===== src/common/rcsd_pkg.sv =====
package rcsd_pkg;
  // ==========================================
  // register map
  localparam logic [7:0] RCSD_OFF_CTRL   = 8'h00;
  localparam logic [7:0] RCSD_OFF_BRIGHT = 8'h04;
  localparam logic [7:0] RCSD_OFF_STATUS = 8'h08;
  // ==========================================
  // ctrl field layout
  localparam int RCSD_CTRL_RXB_LSB  = 0;
  localparam int RCSD_CTRL_MODE_LSB = 5;
  localparam int RCSD_CTRL_LED_BIT  = 7;
  localparam int RCSD_CTRL_TEMP_BIT = 8;
  localparam int RCSD_CTRL_ALT_LSB  = 16;
  // ==========================================
  // status field layout
  localparam int RCSD_ST_SYNC_LSB  = 0;
  localparam int RCSD_ST_ALARM_BIT = 2;
  localparam int RCSD_ST_FLASH_BIT = 3;
  localparam int RCSD_ST_MAIN_LSB  = 4;
  localparam int RCSD_ST_SUB_LSB   = 8;
  localparam int RCSD_ST_INSUB_BIT = 12;
  localparam int RCSD_ST_BRT_LSB   = 16;
  localparam int RCSD_ST_SEC_LSB   = 24;
  // ==========================================
  // widths, reset values, counts
  localparam int          RCSD_BW            = 5;
  localparam int          RCSD_MW            = 4;
  localparam logic [4:0]  RCSD_BRIGHT_FULL   = 5'h19;
  localparam logic [4:0]  RCSD_BRIGHT_OFF    = 5'h00;
  localparam logic [4:0]  RCSD_RST_RXBRIGHT  = 5'h0F;
  localparam logic [4:0]  RCSD_RST_BRIGHT    = 5'h19;
  localparam logic [7:0]  RCSD_RST_ALT_SECS  = 8'h05;
  localparam int          RCSD_READ_SECONDS  = 60;
  localparam int          RCSD_MAIN_ENTRIES  = 9;
  // normal entry, main menu entries owning a submenu and their item counts
  localparam logic [3:0]  RCSD_MAIN_NORMAL   = 4'h0;
  localparam logic [3:0]  RCSD_MAIN_ALARM    = 4'h2;
  localparam logic [3:0]  RCSD_MAIN_BRIGHT   = 4'h3;
  localparam logic [3:0]  RCSD_MAIN_DCF      = 4'h4;
  localparam logic [3:0]  RCSD_MAIN_CLOCK    = 4'h5;
  localparam logic [3:0]  RCSD_ITEMS_ALARM   = 4'h8;
  localparam logic [3:0]  RCSD_ITEMS_BRIGHT  = 4'hC;
  localparam logic [3:0]  RCSD_ITEMS_DCF     = 4'h9;
  localparam logic [3:0]  RCSD_ITEMS_CLOCK   = 4'h9;
  // ==========================================
  // types
  typedef enum logic [1:0] {
    show_nothing_mode,
    show_time_only_mode,
    show_date_only_mode,
    show_alternating_mode
  } rcsd_mode_t;
  typedef enum logic [1:0] {
    rcsd_no_signal,
    rcsd_searching,
    status_decoding,
    rcsd_synced
  } rcsd_sync_t;
  typedef enum logic [2:0] {
    rcsd_show_status,
    rcsd_show_time,
    rcsd_show_date,
    rcsd_show_temp,
    rcsd_show_dashes,
    rcsd_show_menu
  } rcsd_content_t;
endpackage : rcsd_pkg


===== src/rcsd_top.sv =====
`timescale 1ns/1ps
`default_nettype none
module rcsd_top
  import rcsd_pkg::*;
#(
  parameter int BRIGHT_LEVELS = 26
) (
  // apb slave
  input  wire logic                   pclk,
  input  wire logic                   presetn,
  input  wire logic                   psel,
  input  wire logic                   penable,
  input  wire logic                   pwrite,
  input  wire logic [7:0]             paddr,
  input  wire logic [31:0]            pwdata,
  output logic      [31:0]            prdata,
  output logic                        pready,
  output logic                        pslverr,
  // receiver side
  input  wire logic                   rx_clean,
  input  wire logic                   rx_pulse,
  input  wire logic                   rx_minute_mark,
  input  wire logic                   sec_tick,
  // buttons, levels, high while pressed
  input  wire logic                   btn_plus,
  input  wire logic                   btn_minus,
  input  wire logic                   btn_step,
  // display
  output logic                        rx_led,
  output logic                        disp_blank,
  output logic                        disp_dp,
  output rcsd_pkg::rcsd_content_t     disp_content,
  output rcsd_pkg::rcsd_sync_t        disp_status,
  output logic [rcsd_pkg::RCSD_BW-1:0] disp_bright,
  output logic                        alarm_on,
  output logic [rcsd_pkg::RCSD_MW-1:0] menu_main,
  output logic [rcsd_pkg::RCSD_MW-1:0] menu_item,
  output logic                        menu_in_sub
);
  import rcsd_pkg::*;

  // ==========================================
  // parameter check
  // elaboration stops on a level count the clamp cannot serve
  if (BRIGHT_LEVELS != int'(RCSD_BRIGHT_FULL) + 1) begin : g_bad_levels
    $error("brightness levels must match the full-level code");
  end

  // ==========================================
  // declarations
  logic [RCSD_BW-1:0] rx_bright;
  rcsd_mode_t         disp_mode;
  logic               led_en;
  logic               temp_active;
  logic [7:0]         alt_secs;
  logic [RCSD_BW-1:0] bright;
  rcsd_sync_t         sync_state;
  rcsd_sync_t         next_sync_state;
  logic [5:0]         sec_count;
  logic [5:0]         next_sec_count;
  logic               flash;
  logic [7:0]         alt_count;
  logic               alt_date;
  logic [3:0]         btn_rise;
  logic               plus_hit;
  logic               minus_hit;
  logic               step_hit;
  logic               pulse_hit;

  // ==========================================
  // button and pulse edges
  rcsd_edge #(
    .N (4)
  ) u_edge (
    .pclk    (pclk),
    .presetn (presetn),
    .level   ({rx_pulse, btn_step, btn_minus, btn_plus}),
    .rise    (btn_rise)
  );
  assign plus_hit  = btn_rise[0];
  assign minus_hit = btn_rise[1];
  assign step_hit  = btn_rise[2];
  assign pulse_hit = btn_rise[3];

  // ==========================================
  // apb decode
  wire apb_acc   = psel & penable;
  wire hit_ctrl  = (paddr == RCSD_OFF_CTRL);
  wire hit_brt   = (paddr == RCSD_OFF_BRIGHT);
  wire hit_st    = (paddr == RCSD_OFF_STATUS);
  wire addr_ok   = hit_ctrl | hit_brt | hit_st;
  wire wr_ctrl   = apb_acc & pwrite & hit_ctrl;
  wire wr_brt    = apb_acc & pwrite & hit_brt;
  // the status word is read-only; a write to it is refused
  wire bad_acc   = ~addr_ok | (pwrite & hit_st);
  // out-of-range levels are clamped so the display never overdrives
  wire [RCSD_BW-1:0] wr_level = pwdata[RCSD_BW-1:0];
  wire [RCSD_BW-1:0] level_ok =
    (wr_level > RCSD_BRIGHT_FULL) ? RCSD_BRIGHT_FULL : wr_level;
  wire [RCSD_BW-1:0] rxb_raw  = pwdata[RCSD_CTRL_RXB_LSB +: RCSD_BW];
  wire [RCSD_BW-1:0] rxb_ok   =
    (rxb_raw > RCSD_BRIGHT_FULL) ? RCSD_BRIGHT_FULL : rxb_raw;

  wire [31:0] ctrl_word = {8'h00, alt_secs, 7'h00, temp_active, led_en,
                           disp_mode, rx_bright};
  wire [31:0] brt_word  = {27'h0000000, bright};
  wire [31:0] st_word   = {2'h0, sec_count, 3'h0, disp_bright, 3'h0,
                           menu_in_sub, menu_item, menu_main, flash,
                           alarm_on, sync_state};
  wire [31:0] rd_word   = hit_ctrl ? ctrl_word :
                          hit_brt  ? brt_word  :
                          hit_st   ? st_word   : 32'h00000000;

  // ==========================================
  // apb answer, no wait states
  always_ff @(posedge pclk or negedge presetn) begin
    if (!presetn) begin
      pready  <= 1'b0;
      pslverr <= 1'b0;
      prdata  <= 32'h00000000;
    end else begin
      pready  <= psel & ~penable;
      pslverr <= psel & ~penable & bad_acc;
      prdata  <= (psel & ~penable & ~pwrite) ? rd_word : 32'h00000000;
    end
  end

  // writes take effect on the access edge where pready is high
  wire do_wr_ctrl = wr_ctrl & pready;
  wire do_wr_brt  = wr_brt & pready;

  // ==========================================
  // configuration registers
  always_ff @(posedge pclk or negedge presetn) begin
    if (!presetn) begin
      rx_bright   <= RCSD_RST_RXBRIGHT;
      disp_mode   <= show_alternating_mode;
      led_en      <= 1'b1;
      temp_active <= 1'b0;
      alt_secs    <= RCSD_RST_ALT_SECS;
    end else if (do_wr_ctrl) begin
      rx_bright   <= rxb_ok;
      disp_mode   <= rcsd_mode_t'(pwdata[RCSD_CTRL_MODE_LSB +: 2]);
      led_en      <= pwdata[RCSD_CTRL_LED_BIT];
      temp_active <= pwdata[RCSD_CTRL_TEMP_BIT];
      alt_secs    <= pwdata[RCSD_CTRL_ALT_LSB +: 8];
    end
  end

  always_ff @(posedge pclk or negedge presetn) begin
    if (!presetn) begin
      bright <= RCSD_RST_BRIGHT;
    end else if (do_wr_brt) begin
      bright <= level_ok;
    end
  end

  // ==========================================
  // synchronisation sequence
  always_comb begin
    next_sync_state = sync_state;
    next_sec_count  = sec_count;
    unique case (sync_state)
      rcsd_no_signal: begin
        if (rx_clean) begin
          next_sync_state = rcsd_searching;
        end
      end
      rcsd_searching: begin
        if (!rx_clean) begin
          next_sync_state = rcsd_no_signal;
        end else if (rx_minute_mark) begin
          next_sync_state = status_decoding;
          next_sec_count  = 6'h00;
        end
      end
      status_decoding: begin
        if (!rx_clean) begin
          next_sync_state = rcsd_no_signal;
        end else if (pulse_hit) begin
          // a full minute of seconds must arrive before time is trusted
          if (next_sec_count == 6'(RCSD_READ_SECONDS - 1)) begin
            next_sync_state = rcsd_synced;
            next_sec_count  = 6'h00;
          end else begin
            next_sec_count = sec_count + 6'h01;
          end
        end
      end
      rcsd_synced: begin
        // once synced the clock free-runs; losing the signal is harmless
        next_sync_state = rcsd_synced;
      end
    endcase
  end

  always_ff @(posedge pclk or negedge presetn) begin
    if (!presetn) begin
      sync_state <= rcsd_no_signal;
      sec_count  <= 6'h00;
    end else begin
      sync_state <= next_sync_state;
      sec_count  <= next_sec_count;
    end
  end

  wire syncing = (sync_state != rcsd_synced);

  // ==========================================
  // menu navigation
  function automatic logic [3:0] sub_items(input logic [3:0] entry);
    logic [3:0] n;
    n = 4'h0;
    if (entry == RCSD_MAIN_ALARM)  n = RCSD_ITEMS_ALARM;
    if (entry == RCSD_MAIN_BRIGHT) n = RCSD_ITEMS_BRIGHT;
    if (entry == RCSD_MAIN_DCF)    n = RCSD_ITEMS_DCF;
    if (entry == RCSD_MAIN_CLOCK)  n = RCSD_ITEMS_CLOCK;
    return n;
  endfunction : sub_items

  wire [3:0] cur_items  = sub_items(menu_main);
  wire       in_normal  = (menu_main == RCSD_MAIN_NORMAL) & ~menu_in_sub;
  wire       main_last  = (menu_main == 4'(RCSD_MAIN_ENTRIES - 1));
  wire       item_last  = (menu_item == cur_items - 4'h1);
  wire       can_enter  = (cur_items != 4'h0);

  always_ff @(posedge pclk or negedge presetn) begin
    if (!presetn) begin
      menu_main   <= RCSD_MAIN_NORMAL;
      menu_item   <= 4'h0;
      menu_in_sub <= 1'b0;
    end else if (menu_in_sub) begin
      if (step_hit) begin
        menu_item <= item_last ? 4'h0 : menu_item + 4'h1;
      end else if (minus_hit) begin
        menu_in_sub <= 1'b0;
        menu_item   <= 4'h0;
      end
    end else if (step_hit) begin
      menu_main <= main_last ? RCSD_MAIN_NORMAL : menu_main + 4'h1;
    end else if (plus_hit & can_enter) begin
      menu_in_sub <= 1'b1;
      menu_item   <= 4'h0;
    end
  end

  // ==========================================
  // normal-mode buttons
  always_ff @(posedge pclk or negedge presetn) begin
    if (!presetn) begin
      alarm_on <= 1'b0;
      flash    <= 1'b0;
    end else begin
      if (in_normal & plus_hit) begin
        alarm_on <= ~alarm_on;
      end
      // flashlight is a toggle; leaving normal mode switches it off
      if (!in_normal) begin
        flash <= 1'b0;
      end else if (minus_hit) begin
        flash <= ~flash;
      end
    end
  end

  // ==========================================
  // time/date alternation
  wire alt_wrap = (alt_count + 8'h01 >= alt_secs);
  always_ff @(posedge pclk or negedge presetn) begin
    if (!presetn) begin
      alt_count <= 8'h00;
      alt_date  <= 1'b0;
    end else if (disp_mode != show_alternating_mode) begin
      alt_count <= 8'h00;
      alt_date  <= 1'b0;
    end else if (sec_tick) begin
      alt_count <= alt_wrap ? 8'h00 : alt_count + 8'h01;
      alt_date  <= alt_wrap ? ~alt_date : alt_date;
    end
  end

  // ==========================================
  // display selection
  rcsd_content_t      mode_content;
  rcsd_content_t      next_content;
  logic               next_blank;
  logic               next_dp;
  logic [RCSD_BW-1:0] next_bright;

  always_comb begin
    unique case (disp_mode)
      show_nothing_mode: begin
        mode_content = temp_active ? rcsd_show_temp : rcsd_show_dashes;
      end
      show_time_only_mode: begin
        mode_content = rcsd_show_time;
      end
      show_date_only_mode: begin
        mode_content = rcsd_show_date;
      end
      show_alternating_mode: begin
        mode_content = alt_date ? rcsd_show_date : rcsd_show_time;
      end
    endcase
  end

  always_comb begin
    next_content = mode_content;
    next_blank   = 1'b0;
    next_dp      = 1'b0;
    next_bright  = bright;
    if (!in_normal) begin
      next_content = rcsd_show_menu;
    end else if (syncing && rx_bright != RCSD_BRIGHT_OFF) begin
      // dimmer display keeps multiplex noise away from the antenna
      next_content = rcsd_show_status;
      next_bright  = rx_bright;
    end else if (syncing) begin
      next_content = rcsd_show_status;
      next_blank   = 1'b1;
      next_dp      = 1'b1;
      next_bright  = RCSD_BRIGHT_OFF;
    end
    if (flash && in_normal && !syncing) begin
      next_bright = RCSD_BRIGHT_FULL;
    end
    if (next_bright == RCSD_BRIGHT_OFF) begin
      next_blank = 1'b1;
    end
  end

  always_ff @(posedge pclk or negedge presetn) begin
    if (!presetn) begin
      disp_content <= rcsd_show_status;
      disp_blank   <= 1'b1;
      disp_dp      <= 1'b0;
      disp_bright  <= RCSD_BRIGHT_OFF;
      disp_status  <= rcsd_no_signal;
      rx_led       <= 1'b0;
    end else begin
      disp_content <= next_content;
      disp_blank   <= next_blank;
      disp_dp      <= next_dp;
      disp_bright  <= next_bright;
      disp_status  <= sync_state;
      rx_led       <= led_en & rx_pulse;
    end
  end
endmodule : rcsd_top
`default_nettype wire


===== src/rcsd_edge.sv =====
`timescale 1ns/1ps
`default_nettype none
module rcsd_edge #(
  parameter int N = 4
) (
  // clock and reset
  input  wire logic         pclk,
  input  wire logic         presetn,
  // levels in, one-cycle rise pulses out
  input  wire logic [N-1:0] level,
  output logic      [N-1:0] rise
);
  logic [N-1:0] prev;

  // ==========================================
  // per-bit rise detector
  genvar g;
  generate
    for (g = 0; g < N; g++) begin : g_bit
      always_ff @(posedge pclk or negedge presetn) begin
        if (!presetn) begin
          prev[g] <= 1'b0;
        end else begin
          prev[g] <= level[g];
        end
      end
      assign rise[g] = level[g] & ~prev[g];
    end
  endgenerate
endmodule : rcsd_edge
`default_nettype wire


===== config.mk =====
export PLATFORM = sky130hd
export DESIGN_NAME = rcsd_top
export DESIGN_NICKNAME = d
export VERILOG_FILES = /design/src/common/rcsd_pkg.sv /design/src/rcsd_top.sv /design/src/rcsd_edge.sv
export SDC_FILE = /design/constraint.sdc
export NUM_CORES = 1
export LEC_CHECK = 0
export ABC_CLOCK_PERIOD_IN_PS = 6450
export BUFFER_PORTS_ARGS = -buffer_cell sky130_fd_sc_hd__buf_2
export CAP_MARGIN = 20
export CORE_ASPECT_RATIO = 0.8
export CORE_MARGIN = 8
export CORE_UTILIZATION = 57
export CTS_BUF_LIST = sky130_fd_sc_hd__clkbuf_16
export CTS_CLUSTER_SIZE = 8
export DETAILED_ROUTE_END_ITERATION = 7
export PLACE_DENSITY = 0.84
export SETUP_SLACK_MARGIN = 0.1
export SLEW_MARGIN = 15
export SYNTH_ARGS = -nofsm -noshare
export SYNTH_HDL_FRONTEND = slang
export SYNTH_SLANG_ARGS = --single-unit

===== constraint.sdc =====
create_clock -name pclk -period 6.45 [get_ports pclk]
set_input_delay 0.3225 -clock pclk [delete_from_list [all_inputs] [get_ports pclk]]
set_output_delay 0.3225 -clock pclk [all_outputs]
set_load 0.05 [all_outputs]

==> metrics, run 1 <==
Port Buffer Count=88; WHS Endpoint=u_edge.prev[0]; required time of the critical path=~6700 ps; share of layout cells above drive strength 1=around 29%; deepest level of the CTS H-tree=3; slew at the pin closest to its max-slew limit=about 960 ps; IO Count=109; CP Capture Type=flop; synthesized instance count=409; FMAX=about 350 MHz; Leak=~2.6 nW; hold buffer count at cts=1; clk_skew=between 4 and 5 ps; CP max-delay cell=o211ai_1; FF-to-FF path depth=10; Worst-Skew Late Latency=330 ps; first-pass GRT wire length=around 17,000 microns; Post-synth ARST share=100%; fin crit share=around 44%; root buffer cell=clkbuf_16; row count=29; Hold Crit Depth=1; Die W=between 100 and 150 microns; Internal=between 0.001 and 0.0015 W; # Post-CTS Setup Buffers=0; Die Y-Extent=95.1 microns; post-synth top area cell=dfrtp_1; Core Util, Final=about two thirds; Inst Count DP=~590; EDFF count, synth=0; placed inst area=approximately 5000 sq um; WL/cell=roughly 17 microns; total congestion overflow=0; synth top area cells=dfrtp_1, dfstp_2, mux2_2, ha_1, o21ai_0; post_cts resized=0; via count=~3,500; synth unique cells=54; DRT iter0 DRCs=150; RSZ-0062 raised after global routing=no; worst reg2reg endpoint=alt_count[0]; DP HPWL=about 7700 microns; maximum VDD drop=around 0.00016 V; Setup TNS=0 ps; Area Growth Syn to Fin=18.0%; final hold vios=0; average cell area after synthesis=10.9 sq um; Synth top area share=~47%; Max Cap Viol=0; Nets=~570; pwr/cell area=304 nW/um^2; Multi-input gate area=1920 sq um; Slew HR=between 30 and 40%; area of the core=~7800 sq um; DIE AREA=roughly 11,000 sq um; Clock transition at path regs=70 ps; worst hold path type=input port to flop; most frequent cell after synthesis=dfrtp_1; Crit Path Max Fanout=9; CP max stage delay=about 590 ps; most common library cells after synthesis=dfrtp_1, nor2_1, nand2_1; clock power share=between 20% and 30%; CTS max path bufs=2; Cell Area, Synth=between 4000 and 5000 sq um; YS warnings=0; post-synthesis sequential area ratio=a little over half; #FFs+latches synth=96; clk sink count=96; Hold Startpoint=btn_plus; Worst path most repeated cell=nor2_1; Net Switching=between 0.0005 and 0.0006 W; delay-heaviest family, CP=simple AND/OR/NAND/NOR gates; initial antenna violation count=0; CTS tree=done; ANT nets after route=0; filler-free cell count of the finished design=approximately 610; Sw Ratio=a little over a third; Reg2Reg Setup Slack=roughly 3600 ps; Antenna Diode Count=0; status=completed; Worst EP arrival=just over 3000 ps; reg2reg start=alt_count[0]; Total GRT Usage=19.6%; Slew Viols, Final=0; Buf/Inv on CP=0; largest net degree at the start of global routing=62; Vias per Instance=about 5.7; hold_ws=~100 ps; DRC=0; CP Launch Type=flop; endpoints failing setup=0; routed wire length=roughly 10,000 microns; Filler Cell Count=roughly 610; vias in the first global route=3,416; crit path kind=flop to flop; Reg area=2420 sq um; cell chain of the critical path=and3_1, nand3_1, nor2_1, xor2_1, ha_1, and4_1, o21ai_0, o211ai_1, nor2_1, mux2_2; GP Congestion=0.861; Combinational Power Share=24.9%; post-route cell area=roughly 5300 sq um; Final min period=around 2800 ps; Main synth FF type=dfrtp_1; CTS Buf Count=9; Initial Util=between 50% and 60%; drt pass-1 iters=5; Flop pwr share=45.5%
[per-layer routing]
| layer | vias up | wire length, microns | track usage (%) |
|---|---|---|---|
| li1 | 1624 | - | - |
| met1 | 1682 | 4380 | 24.4 |
| met2 | 153 | 5060 | 32.1 |
| met3 | 17 | 825 | 6.46 |
| met4 | 0 | 136 | 5.56 |
| met5 | - | 0 | 0 |
[power groups by stage]
stage	registers (W)	clock network [W]	logic, W
floorplan	0.000838	0	0.000179
global placement	0.000733	0	0.000383
detailed placement	0.000737	0	0.000395
CTS	0.000727	0.000483	0.000398
global route	0.000737	0.000509	0.000428
finish	0.000729	0.000474	0.000399
[cell families (layout without fill, tap and decap cells)]
logic type / count (synthesis) / after routing / synth area share (%)
xor gates and xnor gates: 11 / 11 / 2.16
muxes: 21 / 21 / 5.30
adders and majority gates: 17 / 17 / 4.77
DFF: 96 / 96 / 54.2
buffers and inverters: 33 / 124 / 3.28
other: 1 / 5 / 0.0840
AOI/OAI and AO/OA: 90 / 90 / 13.7
and+or+nand+nor: 140 / 140 / 16.5
[worst max path at each step]
stage | start | endpoint | slack (ps) | depth (start not counted)
2_1_floorplan | menu_main[0] | menu_item[0] | 3640 | 9
3_3_place_gp | alt_count[0] | alt_count[0] | 3780 | 10
3_5_place_dp | alt_count[0] | alt_count[0] | 3670 | 10
4_1_cts | alt_count[0] | alt_count[0] | 3670 | 10
5_1_grt | alt_count[0] | alt_count[0] | 3410 | 10
6_report | alt_count[0] | alt_count[0] | 3610 | 10
[final cells by class]
cell class | count | share of cell area [%]
sequential | 96 | 45.9
multi-input combinational | 284 | 36.4
timing repair buffer | 91 | 8.84
clock buffer | 9 | 4.28
tap | 108 | 2.57
inverter | 17 | 1.21
clock inverter | 7 | 0.713
[state kept, by name, summed over array words and instances, names as in the netlist, 5 cells and up]
name / cells
disp_bright: 5
alt_secs: 8
prdata: 27
bright: 5
alt_count: 8
sec_count: 6
rx_bright: 5
[cells in the final DEF, fill, tap and decap left out, types with 5 or more instances in the layout]
cell / Yosys / routed
dfstp_2: 13 / 13
nor2b_1: 13 / 13
nand2_1: 30 / 30
a21oi_1: 10 / 10
xnor2_1: 8 / 8
dfrtp_1: 83 / 83
mux2_2: 21 / 21
nand2b_1: 12 / 12
and3_1: 12 / 12
o21ai_0: 29 / 29
nor2_1: 34 / 34
conb_1: 1 / 5
inv_1: 17 / 18
buf_2: 3 / 87
nand3_1: 10 / 10
clkbuf_16: 0 / 9
nor3_1: 9 / 9
ha_1: 17 / 17
a22oi_1: 9 / 9
[metrics by stage]
stage / setup WS [ps] / total power, W
after global placement: 3780 / 0.00112
after detailed placement: 3670 / 0.00113
after CTS: 3670 / 0.00161
after floorplan: 3640 / 0.00102
final: 3610 / 0.00160
after global routing: 3410 / 0.00167
Power figures use the tool's default switching activity.
==> run 2: changes to the inputs <==
- ABC_CLOCK_PERIOD_IN_PS: 6450 -> 2280
- CORE_UTILIZATION: 57 -> 48
- PLACE_DENSITY: 0.84 -> 0.76
- clock period: 6.45 -> 2.28 ns (I/O delays scaled with it)
==> run 2 against run 1 <==
  * The flow now finishes with violations (negative setup slack)
  * Power increased to 3.1 times the previous value
  * Clock skew increased by 4.0 ps
  * Non-clock buffer count increased by 44
  * Wire length increased by 16%
  * Clock-buffer cell count unchanged
  * Die area increased by 16%
  * Via count increased by 5.3%
==> metrics, run 2 (synthesis results as in run 1) <==
status=finished with violations (was completed); failing checks=negative setup slack; Sw Ratio=36.3% (was 35.9%); CTS tree=done (unchanged); slew at the pin closest to its max-slew limit=674 ps (was 956 ps); clk sink count=96 (unchanged); DRT iter0 DRCs=313 (was 150); max reg flops=27 (unchanged); Die W=124 microns (was 115 microns); final hold vios=0 (unchanged); Net Switching=0.00180 W (was 0.000575 W); Combinational Power Share=31.5% (was 24.9%); drt pass-1 iters=4 (was 5); Area Growth Syn to Fin=31.2% (was 18.0%); Reg2Reg Setup Slack=-70 ps (was 3610 ps); RSZ-0062 raised after global routing=yes (was no); setup ws final=-74.3 ps (was 3610 ps); post-route cell area=5850 sq um (was 5260 sq um); CP Launch Type=flop (unchanged); deepest level of the CTS H-tree=3 (unchanged); CP Capture Type=flop (unchanged); Total GRT Usage=19.3% (was 19.6%); maximum VDD drop=0.000545 V (was 0.000160 V); GP Congestion=0.881 (was 0.861); commonest non-fill, non-tap cells in the layout=buf_2, dfrtp_1, buf_4, nor2_1, nand2_1 (was buf_2, dfrtp_1, nor2_1, nand2_1, o21ai_0); placed inst area=5260 sq um (was 4980 sq um); routed wire length=12,100 microns (was 10,400 microns); hold_ws=2.58 ps (was 100 ps); row count=31 (was 29); Largest Register=prdata (unchanged); ANT nets after route=0 (unchanged); endpoints failing setup=7 (was 0); Core Util, Final=64.8% (was 67.8%); Clock transition at path regs=70 ps (about the same); Die Y-Extent=102 microns (was 95.1 microns); Initial Util=49.4% (was 57.5%); worst reg2reg endpoint=menu_item[0] (was alt_count[0]); total congestion overflow=0 (unchanged); Antenna Diode Count=0 (unchanged); Slew Viols, Final=0 (unchanged); clk_skew=8.89 ps (was 4.85 ps); CTS max path bufs=2 (unchanged); Nets=612 (was 568); Final min period=2350 ps (was 2840 ps); first-pass GRT wire length=19,000 microns (was 16,900 microns); Worst-Skew Late Latency=340 ps (was 330 ps); CTS Buf Count=9 (unchanged); area of the core=9040 sq um (was 7760 sq um); share of layout cells above drive strength 1=40.1% (was 29.0%); IO Count=109 (unchanged); FF-to-FF path depth=9 (was 10); worst hold path type=input port to flop (unchanged); Internal=0.00316 W (was 0.00103 W); Leak=2.86 nW (was 2.61 nW); clock power share=28.2% (was 29.6%); DIE AREA=12,700 sq um (was 10,900 sq um); CP max stage delay=450 ps (was 590 ps); FMAX=425 MHz (was 352 MHz); Crit Path Max Fanout=5 (was 9); Critical Path Start=menu_main[0] (was alt_count[0]); pre-CTS setup slack=-52.7 ps (was 3670 ps); reg2reg start=menu_main[0] (was alt_count[0]); Setup TNS=-285 ps (was 0 ps); Regs by FF count=prdata (27), alt_count (8), alt_secs (8) (unchanged); DRC=0 (unchanged); WL/cell=18.2 microns (was 17.0 microns); commonest non-fill, non-tap cell in the layout=buf_2 (unchanged); Flop pwr share=40.3% (was 45.5%); DP HPWL=8390 microns (was 7660 microns); initial antenna violation count=0 (unchanged); Port Buffer Count=88 (unchanged); end point of the critical path=menu_item[0] (was alt_count[0]); vias in the first global route=3,734 (was 3,416); required time of the critical path=2510 ps (was 6670 ps); crit path kind=flop to flop (unchanged); Worst EP arrival=2580 ps (was 3060 ps); via count=3,660 (was 3,476); CP max-delay cell=dfrtp_2 (was o211ai_1); cell chain of the critical path=inv_2, ha_4, o21ai_4, ha_2, xnor2_2, or4_1, a221oi_2, nor2_1, mux2_2 (was and3_1, nand3_1, nor2_1, xor2_1, ha_1, and4_1, o21ai_0, o211ai_1, nor2_1, mux2_2); Vias per Instance=5.52 (was 5.68); Slew HR=53.9% (was 36.1%); pwr/cell area=848 nW/um^2 (was 304 nW/um^2); root buffer cell=clkbuf_16 (unchanged); Max Cap Viol=0 (unchanged); largest net degree at the start of global routing=97 (was 62); fin crit share=103% (was 44.0%)
==> run 2: per-layer routing <==
layer  global-route usage, %  vias up  share of wire, %
met3                    4.53       19               6.9
met2                    31.7      126                49
met5                       0        -                 0
met4                    6.65        0               1.7
li1                        -     1724                 -
met1                    24.5     1791                43
==> run 2: final cells by class <==
| class | instances | area, sq um |
|---|---|---|
| timing repair buffer | 135 | 851 |
| clock buffer | 9 | 225 |
| fill | 693 | 3180 |
| tap | 115 | 144 |
| sequential | 96 | 2430 |
| inverter | 17 | 66.3 |
| clock inverter | 7 | 46.3 |
| multi-input combinational | 284 | 2090 |
==> run 2: worst min-delay path by stage <==
stage               startpoint             end  depth (start not counted)
detailed placement     presetn  u_edge.prev[2]                          2
global placement       presetn  u_edge.prev[2]                          2
finish              pwdata[21]     alt_secs[5]                          2
floorplan              presetn        alarm_on                          0
global route         pwdata[5]    disp_mode[0]                          2
CTS                 pwdata[21]     alt_secs[5]                          2
==> run 2: power by group through the flow <==
| stage | registers (W) | logic (W) | clock network [W] |
|---|---|---|---|
| 5_1_grt | 0.00201 | 0.00168 | 0.00150 |
| 3_3_place_gp | 0.00200 | 0.00138 | 0 |
| 2_1_floorplan | 0.00239 | 0.000566 | 0 |
| 4_1_cts | 0.00198 | 0.00148 | 0.00142 |
| 6_report | 0.00200 | 0.00156 | 0.00140 |
| 3_5_place_dp | 0.00202 | 0.00141 | 0 |
==> run 2: critical path: cells and delay by family, from the launching register on <==
| family | cells | cell delay [ps] |
|---|---|---|
| XOR/XNOR | 1 | 80 |
| flip-flops | 1 | 450 |
| AO/OA/AOI/OAI | 2 | 470 |
| adder cells (fa/ha/maj) | 2 | 390 |
| buffers and inverters | 1 | 70 |
| AND/OR/NAND/NOR | 2 | 520 |
| multiplexers | 1 | 280 |
==> run 2: metrics by stage <==
step	std cells	total power, W
6_report	663	0.00496
4_1_cts	659	0.00488
3_3_place_gp	627	0.00338
5_1_grt	663	0.00519
2_1_floorplan	413	0.00295
3_5_place_dp	627	0.00343
==> run 2: what timing repair did <==
action                                 4_1_cts  5_1_grt
endpoints found under the hold margin       88        0
setup buffers                               10        4
hold buffers                                 6        0
pin swaps                                   13       14
setup endpoints to repair                   13       14
resized for setup                           16       22
